===== src/rxcfg_pkg.sv =====
// Purpose: Shared constants for the receive chain configuration registers.
// Assumes: Serial frames of 8 address bits then 16 data bits, MSB first.
// Notes: Resistor maps for the termination presets are plain defaults.
package rxcfg_pkg;

	// Register addresses on the serial configuration port.
	localparam logic [7:0] FILT_GAIN_CFG_ADDR = 8'h33;
	localparam logic [7:0] INAMP_TERM_CFG_ADDR = 8'h34;

	// Values after reset and masks of the bits that hold a field.
	localparam logic [15:0] CFG_RESET_VAL = 16'h0000;
	localparam logic [15:0] FILT_GAIN_CFG_MASK = 16'h20fe;
	localparam logic [15:0] INAMP_TERM_CFG_MASK = 16'hf7ff;

	// Serial frame layout.
	localparam int FRAME_BITS = 24;
	localparam int ADDR_BITS = 8;
	localparam logic [4:0] LAST_BIT_IDX = 5'h17;
	localparam logic [4:0] ADDR_DONE_IDX = 5'h08;

	// Field positions in the filter and gain stage register.
	localparam int CUTOFF_LSB = 1;
	localparam int GS_OFFSET_OFF_BIT = 4;
	localparam int GS_CLAMP_LSB = 5;
	localparam int GS_GAIN_BIT = 13;

	// Field positions in the input amplifier and termination register.
	localparam int TERM_MAP_LSB = 0;
	localparam int TERM_INDIV_EN_BIT = 5;
	localparam int TERM_PRESET_LSB = 6;
	localparam int TERM_ACTIVE_EN_BIT = 8;
	localparam int IN_CLAMP_LSB = 9;
	localparam int IA_OFFSET_OFF_BIT = 12;
	localparam int IA_GAIN_LSB = 13;
	localparam int PER_CH_CTRL_BIT = 15;

	// Cutoff codes.
	localparam logic [2:0] CUTOFF_15M = 3'h0;
	localparam logic [2:0] CUTOFF_20M = 3'h2;
	localparam logic [2:0] CUTOFF_30M = 3'h3;
	localparam logic [2:0] CUTOFF_10M = 3'h4;

	// Power mode codes.
	localparam logic [1:0] PMODE_LOW_POWER = 2'h0;
	localparam logic [1:0] PMODE_LOW_NOISE = 2'h1;
	localparam logic [1:0] PMODE_MED_POWER = 2'h2;

	// Input amplifier gain codes.
	localparam logic [1:0] IA_GAIN_18DB = 2'h0;
	localparam logic [1:0] IA_GAIN_24DB = 2'h1;
	localparam logic [1:0] IA_GAIN_12DB = 2'h2;

	// Termination preset codes.
	localparam logic [1:0] PRESET_50 = 2'h0;
	localparam logic [1:0] PRESET_100 = 2'h1;
	localparam logic [1:0] PRESET_200 = 2'h2;
	localparam logic [1:0] PRESET_400 = 2'h3;

	// Internal resistor maps derived from each preset.
	localparam logic [4:0] PRESET_MAP_50 = 5'h01;
	localparam logic [4:0] PRESET_MAP_100 = 5'h02;
	localparam logic [4:0] PRESET_MAP_200 = 5'h04;
	localparam logic [4:0] PRESET_MAP_400 = 5'h08;
	localparam logic [4:0] PRESET_MAP_HIGH_Z = 5'h00;

	// System clock edges from write strobe to decoded outputs.
	localparam int APPLY_LATENCY_CYC = 2;

endpackage


===== src/serial_cfg_port.sv =====
// Purpose: Serial configuration port: shifts in write frames, shifts out readback.
// Assumes: Port pins are synchronous to the system clock and SCLK is much slower.
// Notes: Writes are ignored while readout is enabled; bits past the 24th are dropped.
module serial_cfg_port
	import rxcfg_pkg::*;
(
	input wire logic clk_i, // System clock.
	input wire logic rst_n_i, // Asynchronous reset, active low.
	input wire logic sclk_i, // Serial clock level.
	input wire logic sen_n_i, // Frame enable, active low.
	input wire logic sdata_i, // Serial data in.
	input wire logic readout_en_i, // High turns frames into reads.
	input wire logic [15:0] rd_data_i, // Read value for rd_addr_o.
	output logic [7:0] rd_addr_o, // Address captured for readback.
	output logic wr_stb_o, // One-cycle write strobe.
	output logic [7:0] wr_addr_o, // Write address.
	output logic [15:0] wr_data_o, // Write data.
	output logic sdout_o // Serial data out.
);

	logic sclk_q;
	logic [4:0] bit_cnt_q;
	logic [22:0] shift_q;
	logic [15:0] out_sh_q;
	logic rise;
	logic fall;
	logic [23:0] word;

	// Edge detection on the sampled serial clock, only inside a frame.
	assign rise = sclk_i & ~sclk_q & ~sen_n_i;
	assign fall = ~sclk_i & sclk_q & ~sen_n_i;
	assign word = {shift_q, sdata_i};

	// Previous serial clock level.
	always_ff @(posedge clk_i or negedge rst_n_i) begin
		if (!rst_n_i) begin
			sclk_q <= 1'b0;
		end else begin
			sclk_q <= sclk_i;
		end
	end

	// Bit counter and input shifter; a frame end restarts the count.
	always_ff @(posedge clk_i or negedge rst_n_i) begin
		if (!rst_n_i) begin
			bit_cnt_q <= 5'h00;
			shift_q <= 23'h0;
		end else if (sen_n_i) begin
			bit_cnt_q <= 5'h00;
		end else if (rise && bit_cnt_q <= LAST_BIT_IDX) begin
			bit_cnt_q <= bit_cnt_q + 5'h01;
			shift_q <= word[22:0];
		end
	end

	// Write strobe on the 24th bit; the strobe lasts one system cycle.
	always_ff @(posedge clk_i or negedge rst_n_i) begin
		if (!rst_n_i) begin
			wr_stb_o <= 1'b0;
			wr_addr_o <= 8'h00;
			wr_data_o <= 16'h0000;
		end else begin
			wr_stb_o <= rise && bit_cnt_q == LAST_BIT_IDX && !readout_en_i;
			if (rise && bit_cnt_q == LAST_BIT_IDX) begin
				wr_addr_o <= word[23:16];
				wr_data_o <= word[15:0];
			end
		end
	end

	// Address for readback, caught on the eighth bit.
	always_ff @(posedge clk_i or negedge rst_n_i) begin
		if (!rst_n_i) begin
			rd_addr_o <= 8'h00;
		end else if (rise && bit_cnt_q == ADDR_DONE_IDX - 5'h01) begin
			rd_addr_o <= word[7:0];
		end
	end

	// Readback shifter: loads on the falling edge after the address, then shifts.
	always_ff @(posedge clk_i or negedge rst_n_i) begin
		if (!rst_n_i) begin
			out_sh_q <= 16'h0000;
			sdout_o <= 1'b0;
		end else if (!readout_en_i || sen_n_i) begin
			out_sh_q <= 16'h0000;
			sdout_o <= 1'b0;
		end else if (fall && bit_cnt_q == ADDR_DONE_IDX) begin
			out_sh_q <= {rd_data_i[14:0], 1'b0};
			sdout_o <= rd_data_i[15];
		end else if (fall && bit_cnt_q > ADDR_DONE_IDX) begin
			out_sh_q <= {out_sh_q[14:0], 1'b0};
			sdout_o <= out_sh_q[15];
		end
	end

endmodule


===== src/chain_decode.sv =====
// Purpose: Turns the two configuration words into per-block control selects.
// Assumes: Power mode comes from outside this block.
// Notes: Purely combinational; the top module registers every result.
module chain_decode
	import rxcfg_pkg::*;
(
	input wire logic [15:0] fg_i, // Filter and gain stage word.
	input wire logic [15:0] it_i, // Input amplifier and termination word.
	input wire logic [1:0] pmode_i, // Power mode code.
	output logic [3:0] cutoff_o, // One-hot 10/15/20/30 MHz.
	output logic clamp_en_o, // Gain stage clamp on.
	output logic clamp_0dbfs_o, // Clamp at 0 dBFS, else -2 dBFS.
	output logic [2:0] pmode_sel_o, // One-hot low power/low noise/medium.
	output logic [3:0] preset_o, // One-hot 50/100/200/400 ohm.
	output logic high_z_o, // High impedance input.
	output logic [4:0] res_map_o, // Resistor map in use.
	output logic [3:0] in_clamp_o, // One-hot auto/1.5/1.15/0.6 Vpp.
	output logic [2:0] ia_gain_o // One-hot 18/24/12 dB.
);

	logic [2:0] cut;
	logic [2:0] clamp;
	logic [1:0] preset;
	logic [1:0] ia_gain;

	assign cut = fg_i[CUTOFF_LSB +: 3];
	assign clamp = fg_i[GS_CLAMP_LSB +: 3];
	assign preset = it_i[TERM_PRESET_LSB +: 2];
	assign ia_gain = it_i[IA_GAIN_LSB +: 2];

	// Decodes for the filter, clamp and power mode.
	always_comb begin
		unique case (cut)
			CUTOFF_10M: cutoff_o = 4'h1;
			CUTOFF_20M: cutoff_o = 4'h4;
			CUTOFF_30M: cutoff_o = 4'h8;
			default: cutoff_o = 4'h2;
		endcase
		unique case (pmode_i)
			PMODE_LOW_NOISE: pmode_sel_o = 3'h2;
			PMODE_MED_POWER: pmode_sel_o = 3'h4;
			PMODE_LOW_POWER: pmode_sel_o = 3'h1;
			default: pmode_sel_o = 3'h0;
		endcase
		// RL5 mode selects meaning
		if (pmode_i == PMODE_LOW_NOISE) begin
			// RL4 low noise clamp
			clamp_en_o = ~clamp[2];
		end else if (pmode_i == PMODE_LOW_POWER || pmode_i == PMODE_MED_POWER) begin
			// RL3 low/medium clamp
			clamp_en_o = clamp[2];
		end else begin
			clamp_en_o = 1'b0;
		end
		clamp_0dbfs_o = clamp_en_o & clamp[1];
	end

	// Termination and input amplifier decodes.
	always_comb begin
		in_clamp_o = 4'h1 << it_i[IN_CLAMP_LSB +: 2];
		unique case (ia_gain)
			IA_GAIN_24DB: ia_gain_o = 3'h2;
			IA_GAIN_12DB: ia_gain_o = 3'h4;
			default: ia_gain_o = 3'h1;
		endcase
		preset_o = 4'h1 << preset;
		high_z_o = 1'b0;
		unique case (preset)
			PRESET_50: res_map_o = PRESET_MAP_50;
			PRESET_100: res_map_o = PRESET_MAP_100;
			PRESET_200: res_map_o = PRESET_MAP_200;
			PRESET_400: res_map_o = PRESET_MAP_400;
		endcase
		// RL11 no 50 ohm at 12 dB
		if (ia_gain == IA_GAIN_12DB && preset == PRESET_50 && !it_i[TERM_INDIV_EN_BIT]) begin
			high_z_o = 1'b1;
			res_map_o = PRESET_MAP_HIGH_Z;
			preset_o = 4'h0;
		end
		// RL8 individual map wins
		if (it_i[TERM_INDIV_EN_BIT]) begin
			res_map_o = it_i[TERM_MAP_LSB +: 5];
		end
	end

endmodule


===== src/receive_chain_config_regs.sv =====
// Purpose: Receive chain configuration registers written over the serial port.
// Assumes: All pins are synchronous to CLK_SYS_I; power mode arrives as an input.
// Notes: Decoded controls follow a write by two system clock edges.
//
// Overview of operation
// RL1: Cutoff code selects 15/20/30/10 MHz.
// RL2: Gain stage offset loop off bit.
// RL3: Low/medium power clamp codes 100, 110.
// RL4: Low noise clamp codes 000, 010.
// RL5: Power mode sets clamp code meaning.
// RL6: Host should use clamp 000 in low noise.
// RL7: Individual resistor field needs enable set.
// RL8: Enable bit hands map to individual field.
// RL9: Preset selects 50/100/200/400 ohm.
// RL10: Preset derives resistor map automatically.
// RL11: At 12 dB, preset 00 is high-Z.
// RL12: Active termination enable bit.
// RL13: Input clamp auto/1.5/1.15/0.6 Vpp.
// RL14: Input amp offset loop off bit.
// RL15: Input amp gain 18/24/12 dB, 11 reserved.
// RL16: Per-channel input amp control enable.
// RL17: Power mode low/low noise/medium, 11 reserved.
// RL18: Write takes effect within few cycles.
// RL19: Reset zero, undefined bits read zero.
module receive_chain_config_regs
	import rxcfg_pkg::*;
(
	input wire logic CLK_SYS_I, // 25 MHz system clock.
	input wire logic RST_N_I, // Asynchronous reset, active low.
	input wire logic SCLK_I, // Serial clock.
	input wire logic SEN_N_I, // Serial frame enable, active low.
	input wire logic SDATA_I, // Serial data in.
	input wire logic READOUT_EN_I, // High makes frames read back.
	input wire logic [1:0] POWER_MODE_I, // Power mode code.
	output logic SDOUT_O, // Serial readback data.
	output logic [15:0] FILT_GAIN_CFG_O, // Filter and gain stage word.
	output logic [15:0] INAMP_TERM_CFG_O, // Input amp and termination word.
	output logic [3:0] CUTOFF_SEL_O, // One-hot 10/15/20/30 MHz.
	output logic GAIN_STAGE_OFFSET_LOOP_OFF_O, // Gain stage integrator off.
	output logic GAIN_STAGE_30DB_O, // Gain stage at 30 dB, else 24 dB.
	output logic GAIN_STAGE_CLAMP_EN_O, // Gain stage clamp on.
	output logic GAIN_STAGE_CLAMP_0DBFS_O, // Clamp at 0 dBFS, else -2 dBFS.
	output logic [2:0] POWER_MODE_SEL_O, // One-hot low power/low noise/medium.
	output logic TERM_ACTIVE_EN_O, // Active termination on.
	output logic TERM_INDIV_EN_O, // Individual resistor control on.
	output logic [3:0] TERM_PRESET_SEL_O, // One-hot 50/100/200/400 ohm.
	output logic TERM_HIGH_Z_O, // High impedance input.
	output logic [4:0] TERM_RES_MAP_O, // Resistor map in use.
	output logic [3:0] INPUT_CLAMP_SEL_O, // One-hot auto/1.5/1.15/0.6 Vpp.
	output logic INPUT_AMP_OFFSET_LOOP_OFF_O, // Input amp integrator off.
	output logic [2:0] INPUT_AMP_GAIN_SEL_O, // One-hot 18/24/12 dB.
	output logic PER_CH_INPUT_AMP_EN_O // Per-channel input amp settings.
);

	logic wr_stb;
	logic [7:0] wr_addr;
	logic [15:0] wr_data;
	logic [7:0] rd_addr;
	logic [3:0] cutoff_d;
	logic clamp_en_d;
	logic clamp_0dbfs_d;
	logic [2:0] pmode_sel_d;
	logic [3:0] preset_d;
	logic high_z_d;
	logic [4:0] res_map_d;
	logic [3:0] in_clamp_d;
	logic [2:0] ia_gain_d;

	// Readback value: unmapped addresses and undefined bits read as zero.
	function automatic logic [15:0] read_value(input logic [7:0] addr, input logic [15:0] fg,
			input logic [15:0] it);
		if (addr == FILT_GAIN_CFG_ADDR) begin
			return fg & FILT_GAIN_CFG_MASK;
		end else if (addr == INAMP_TERM_CFG_ADDR) begin
			return it & INAMP_TERM_CFG_MASK;
		end
		return 16'h0000;
	endfunction

	serial_cfg_port u_port (
		.clk_i(CLK_SYS_I),
		.rst_n_i(RST_N_I),
		.sclk_i(SCLK_I),
		.sen_n_i(SEN_N_I),
		.sdata_i(SDATA_I),
		.readout_en_i(READOUT_EN_I),
		.rd_data_i(read_value(rd_addr, FILT_GAIN_CFG_O, INAMP_TERM_CFG_O)),
		.rd_addr_o(rd_addr),
		.wr_stb_o(wr_stb),
		.wr_addr_o(wr_addr),
		.wr_data_o(wr_data),
		.sdout_o(SDOUT_O)
	);

	chain_decode u_dec (
		.fg_i(FILT_GAIN_CFG_O),
		.it_i(INAMP_TERM_CFG_O),
		.pmode_i(POWER_MODE_I),
		.cutoff_o(cutoff_d),
		.clamp_en_o(clamp_en_d),
		.clamp_0dbfs_o(clamp_0dbfs_d),
		.pmode_sel_o(pmode_sel_d),
		.preset_o(preset_d),
		.high_z_o(high_z_d),
		.res_map_o(res_map_d),
		.in_clamp_o(in_clamp_d),
		.ia_gain_o(ia_gain_d)
	);

	// Register writes; masking keeps undefined bits at zero forever.
	// RL19 reset and masking
	always_ff @(posedge CLK_SYS_I or negedge RST_N_I) begin
		if (!RST_N_I) begin
			FILT_GAIN_CFG_O <= CFG_RESET_VAL;
			INAMP_TERM_CFG_O <= CFG_RESET_VAL;
		end else if (wr_stb) begin
			if (wr_addr == FILT_GAIN_CFG_ADDR) begin
				FILT_GAIN_CFG_O <= wr_data & FILT_GAIN_CFG_MASK;
			end
			if (wr_addr == INAMP_TERM_CFG_ADDR) begin
				INAMP_TERM_CFG_O <= wr_data & INAMP_TERM_CFG_MASK;
			end
		end
	end

	// Decoded controls are registered so the analog side sees clean levels.
	// RL18 apply after write
	always_ff @(posedge CLK_SYS_I or negedge RST_N_I) begin
		if (!RST_N_I) begin
			CUTOFF_SEL_O <= 4'h2;
			GAIN_STAGE_CLAMP_EN_O <= 1'b0;
			GAIN_STAGE_CLAMP_0DBFS_O <= 1'b0;
			POWER_MODE_SEL_O <= 3'h1;
			TERM_PRESET_SEL_O <= 4'h1;
			TERM_HIGH_Z_O <= 1'b0;
			TERM_RES_MAP_O <= PRESET_MAP_50;
			INPUT_CLAMP_SEL_O <= 4'h1;
			INPUT_AMP_GAIN_SEL_O <= 3'h1;
		end else begin
			// RL1 cutoff decode
			CUTOFF_SEL_O <= cutoff_d;
			GAIN_STAGE_CLAMP_EN_O <= clamp_en_d;
			GAIN_STAGE_CLAMP_0DBFS_O <= clamp_0dbfs_d;
			// RL17 power mode decode
			POWER_MODE_SEL_O <= pmode_sel_d;
			// RL9 preset select
			TERM_PRESET_SEL_O <= preset_d;
			TERM_HIGH_Z_O <= high_z_d;
			// RL10 derived resistor map
			TERM_RES_MAP_O <= res_map_d;
			// RL13 input clamp decode
			INPUT_CLAMP_SEL_O <= in_clamp_d;
			// RL15 input gain decode
			INPUT_AMP_GAIN_SEL_O <= ia_gain_d;
		end
	end

	// Single-bit controls copied straight from their fields.
	always_ff @(posedge CLK_SYS_I or negedge RST_N_I) begin
		if (!RST_N_I) begin
			GAIN_STAGE_OFFSET_LOOP_OFF_O <= 1'b0;
			GAIN_STAGE_30DB_O <= 1'b0;
			TERM_ACTIVE_EN_O <= 1'b0;
			TERM_INDIV_EN_O <= 1'b0;
			INPUT_AMP_OFFSET_LOOP_OFF_O <= 1'b0;
			PER_CH_INPUT_AMP_EN_O <= 1'b0;
		end else begin
			// RL2 gain stage integrator
			GAIN_STAGE_OFFSET_LOOP_OFF_O <= FILT_GAIN_CFG_O[GS_OFFSET_OFF_BIT];
			GAIN_STAGE_30DB_O <= FILT_GAIN_CFG_O[GS_GAIN_BIT];
			// RL12 active termination
			TERM_ACTIVE_EN_O <= INAMP_TERM_CFG_O[TERM_ACTIVE_EN_BIT];
			// RL7 individual enable
			TERM_INDIV_EN_O <= INAMP_TERM_CFG_O[TERM_INDIV_EN_BIT];
			// RL14 input integrator
			INPUT_AMP_OFFSET_LOOP_OFF_O <= INAMP_TERM_CFG_O[IA_OFFSET_OFF_BIT];
			// RL16 per-channel control
			PER_CH_INPUT_AMP_EN_O <= INAMP_TERM_CFG_O[PER_CH_CTRL_BIT];
		end
	end
endmodule


===== config.mk =====
export PLATFORM = sky130hd
export DESIGN_NAME = receive_chain_config_regs
export DESIGN_NICKNAME = d
export VERILOG_FILES = /design/src/rxcfg_pkg.sv /design/src/serial_cfg_port.sv /design/src/chain_decode.sv /design/src/receive_chain_config_regs.sv
export SDC_FILE = /design/constraint.sdc
export NUM_CORES = 1
export LEC_CHECK = 0
export BUFFER_PORTS_ARGS = -buffer_cell sky130_fd_sc_hd__buf_2
export CAP_MARGIN = 10
export CORE_ASPECT_RATIO = 1.5
export CORE_MARGIN = 3
export CORE_UTILIZATION = 55
export DETAILED_ROUTE_END_ITERATION = 10
export PLACE_DENSITY = 0.76
export SKIP_LAST_GASP = 1
export SLEW_MARGIN = 20
export SYNTH_ARGS = -nofsm -noshare
export SYNTH_HDL_FRONTEND = slang
export SYNTH_HIERARCHICAL = 1
export SYNTH_SLANG_ARGS = --single-unit

===== constraint.sdc =====
create_clock -name CLK_SYS_I -period 2.9 [get_ports CLK_SYS_I]
set_input_delay 0.87 -clock CLK_SYS_I [delete_from_list [all_inputs] [get_ports CLK_SYS_I]]
set_output_delay 0.87 -clock CLK_SYS_I [all_outputs]
set_load 0.05 [all_outputs]

==> impl_results.md <==
- Status: finished clean
- Cell area after synthesis: 5560 sq um
- Reg-to-Reg Start: u_port/bit_cnt_q[0]
- Final setup TNS: 0 ns
- Power per cell area: 701 nW/um^2
- # rows: 44
- Num CTS Buffers: 17
- Diodes inserted: 0
- Hold Path Class: input pin to async pin
- First-pass GRT wire length: 16700 um
- Worst setup path class: flop to output pin
- Net count reported at finish: 459
- Slew HR: 53.0%
- CTS Hold Bufs: 0
- Post-CTS Setup Inserts: 0
- Gr ovfl total: 0
- Die width: 88.1 um
- Clk_lat worst skew: 0.41 ns
- Total power: 4.59 mW
- Synth Warn #: 6
- Worst Max-Slew Pin Slew: 0.702 ns
- Max-cap violations: 0
- Critical path's top delay family: flip-flops
- Critical path buffers and inverters: 1
- Starting density of the core: 57.0%
- Worst path slowest cell: dfrtp_1
- ANT nets after route: 0
- Remaining DRCs: 0
- Total stage count of the critical path: 1
- Post-Layout Cell Count: 574
- Routed vias/inst: 5.54
- Number of global-route vias before repair: 3207
- CP endpoint kind: output pin
- Initial antenna violation count: 0
- Die Height: 129 um
- CTS resizes: 0
- Critical path's largest stage delay: 0.56 ns
- LEAKAGE: 3.44 nW
- Final Setup Violations: 0
- Clk sinks: 132
- Worst-path clk slew: 0.06 ns
- Fillers: 666
- Cell count after synthesis: 373
- Vias post-DR: 3182
- CTS tree: yes
- CTS H-tree lvls: 4
- Final HPWL DP: 6500 um
- Max Slew Vio Count: 0
- VDD IR max: 0.496 mV
- Drt total wl: 10200 um
- Data arrival, critical path: 1.31 ns
- Mapped Avg Cell Area: 14.9 sq um
- Gr usage total: 19.5%
- R2r setup slk: 0.80 ns
- Setup Skew: 0.00491 ns
- Layout cells sized above 1: 42.9%
- Dpl cells: 542
- Port Buffer Count: 63
- Core ar.: 9740 sq um
- Final Hold Vio Count: 0
- Worst R2R End: u_port/shift_q[1]
- Req. time, crit path: 2.03 ns
- Die ar.: 11400 sq um
- 1st-pass router iterations: 5
- IO Count: 73
- Wire per inst: 17.7 um
- Path depth of the worst reg2reg path: 6
- Pin count of the biggest net entering global routing: 115
- Crit path cell chain: buf_2
- Critical path peak fanout: 11
- Clock Path Buffers: 2
- Min Tclk post-route: 2.18 ns
- Period utilization: 75.1%
- Achievable frequency: 459 MHz
- Critical Path Source Type: flop
- Routability congestion estimate: 0.715
- RSZ-0062 raised after global routing: no
- CTS root buf: clkbuf_16
- DRT iter0 DRCs: 191
- Area Overhead vs Synth: 17.8%
## per-stage QoR
| stage | utilization, % | hold WS, ns | instance area [sq um] | worst slack [ns] |
|---|---|---|---|---|
| finish | 67.2 | 0.335 | 6550 | 0.722 |
| CTS | 67.2 | 0.322 | 6550 | 0.697 |
| global route | 67.2 | 0.331 | 6550 | 0.672 |
| detailed placement | 60.6 | 0.436 | 5900 | 0.496 |
| floorplan | - | 0.452 | 5590 | 0.879 |
| global placement | 60.6 | 0.423 | 5900 | 0.554 |
## final cells by class
cell class	count	area, sq um	area share [%]
multi-input cells	219	2050	31.4
flip-flops and latches	132	3310	50.5
inverters	8	30.0	0.458
repair buffers	68	368	5.61
clock buffers	20	467	7.12
well taps	115	144	2.20
clock inverters	12	178	2.71
## layer usage
metal,global-route usage [%],vias up,routed length (um)
li1,-,1446,-
met1,24.3,1646,4260
met2,31.9,78,5370
met3,5.85,12,400
met4,7.56,0,150
met5,0,-,0
## state kept, by name, summed over array words and instances, names as in the netlist, 3 cells and up
| register | count |
|---|---|
| u_port/shift_q | 23 |
| INAMP_TERM_CFG_O | 15 |
| u_port/out_sh_q | 15 |
| u_port/wr_data_o | 15 |
| FILT_GAIN_CFG_O | 8 |
| u_port/rd_addr_o | 8 |
| u_port/wr_addr_o | 8 |
| TERM_RES_MAP_O | 5 |
| u_port/bit_cnt_q | 5 |
| CUTOFF_SEL_O | 4 |
| INPUT_CLAMP_SEL_O | 4 |
| TERM_PRESET_SEL_O | 4 |
| INPUT_AMP_GAIN_SEL_O | 3 |
| POWER_MODE_SEL_O | 3 |
## report_power, final
group	internal, mW	switching, mW	leakage [nW]
Sequential	1.95	0.0991	1.80
Combinational	0.150	0.129	1.34
Clock	1.50	0.766	0.304
Total	3.60	0.994	3.44
## placed cells by master (no fill, tap or decap), types with 2 or more instances in the layout
cell type / instances
clkbuf_16: 17
nor2b_1: 8
nor3b_2: 2
a21oi_1: 3
mux2_4: 29
nor3b_1: 3
mux2i_1: 16
inv_1: 8
clkinv_2: 2
clkbuf_8: 3
nand3b_1: 2
o2bb2ai_1: 15
mux2_2: 50
dfrtp_1: 126
a22oi_1: 8
bufinv_16: 4
conb_1: 10
nand2_1: 4
and3_1: 2
clkinvlp_4: 4
nor2_1: 19
ha_1: 5
and2b_1: 4
nand4b_1: 2
dfstp_2: 6
buf_4: 5
nand2b_1: 4
buf_2: 62
clkinv_4: 2
and2_1: 10
## worst max-delay path by stage
stage | slack [ns] | to | from
global route | 0.67 | INAMP_TERM_CFG_O[5] | INAMP_TERM_CFG_O[5]
floorplan | 0.88 | u_port/shift_q[10] | SCLK_I
global placement | 0.55 | u_port/shift_q[0] | SCLK_I
detailed placement | 0.50 | u_port/shift_q[1] | SCLK_I
CTS | 0.70 | INAMP_TERM_CFG_O[5] | INAMP_TERM_CFG_O[5]
finish | 0.72 | INAMP_TERM_CFG_O[5] | INAMP_TERM_CFG_O[5]
Power figures use the tool's default switching activity.
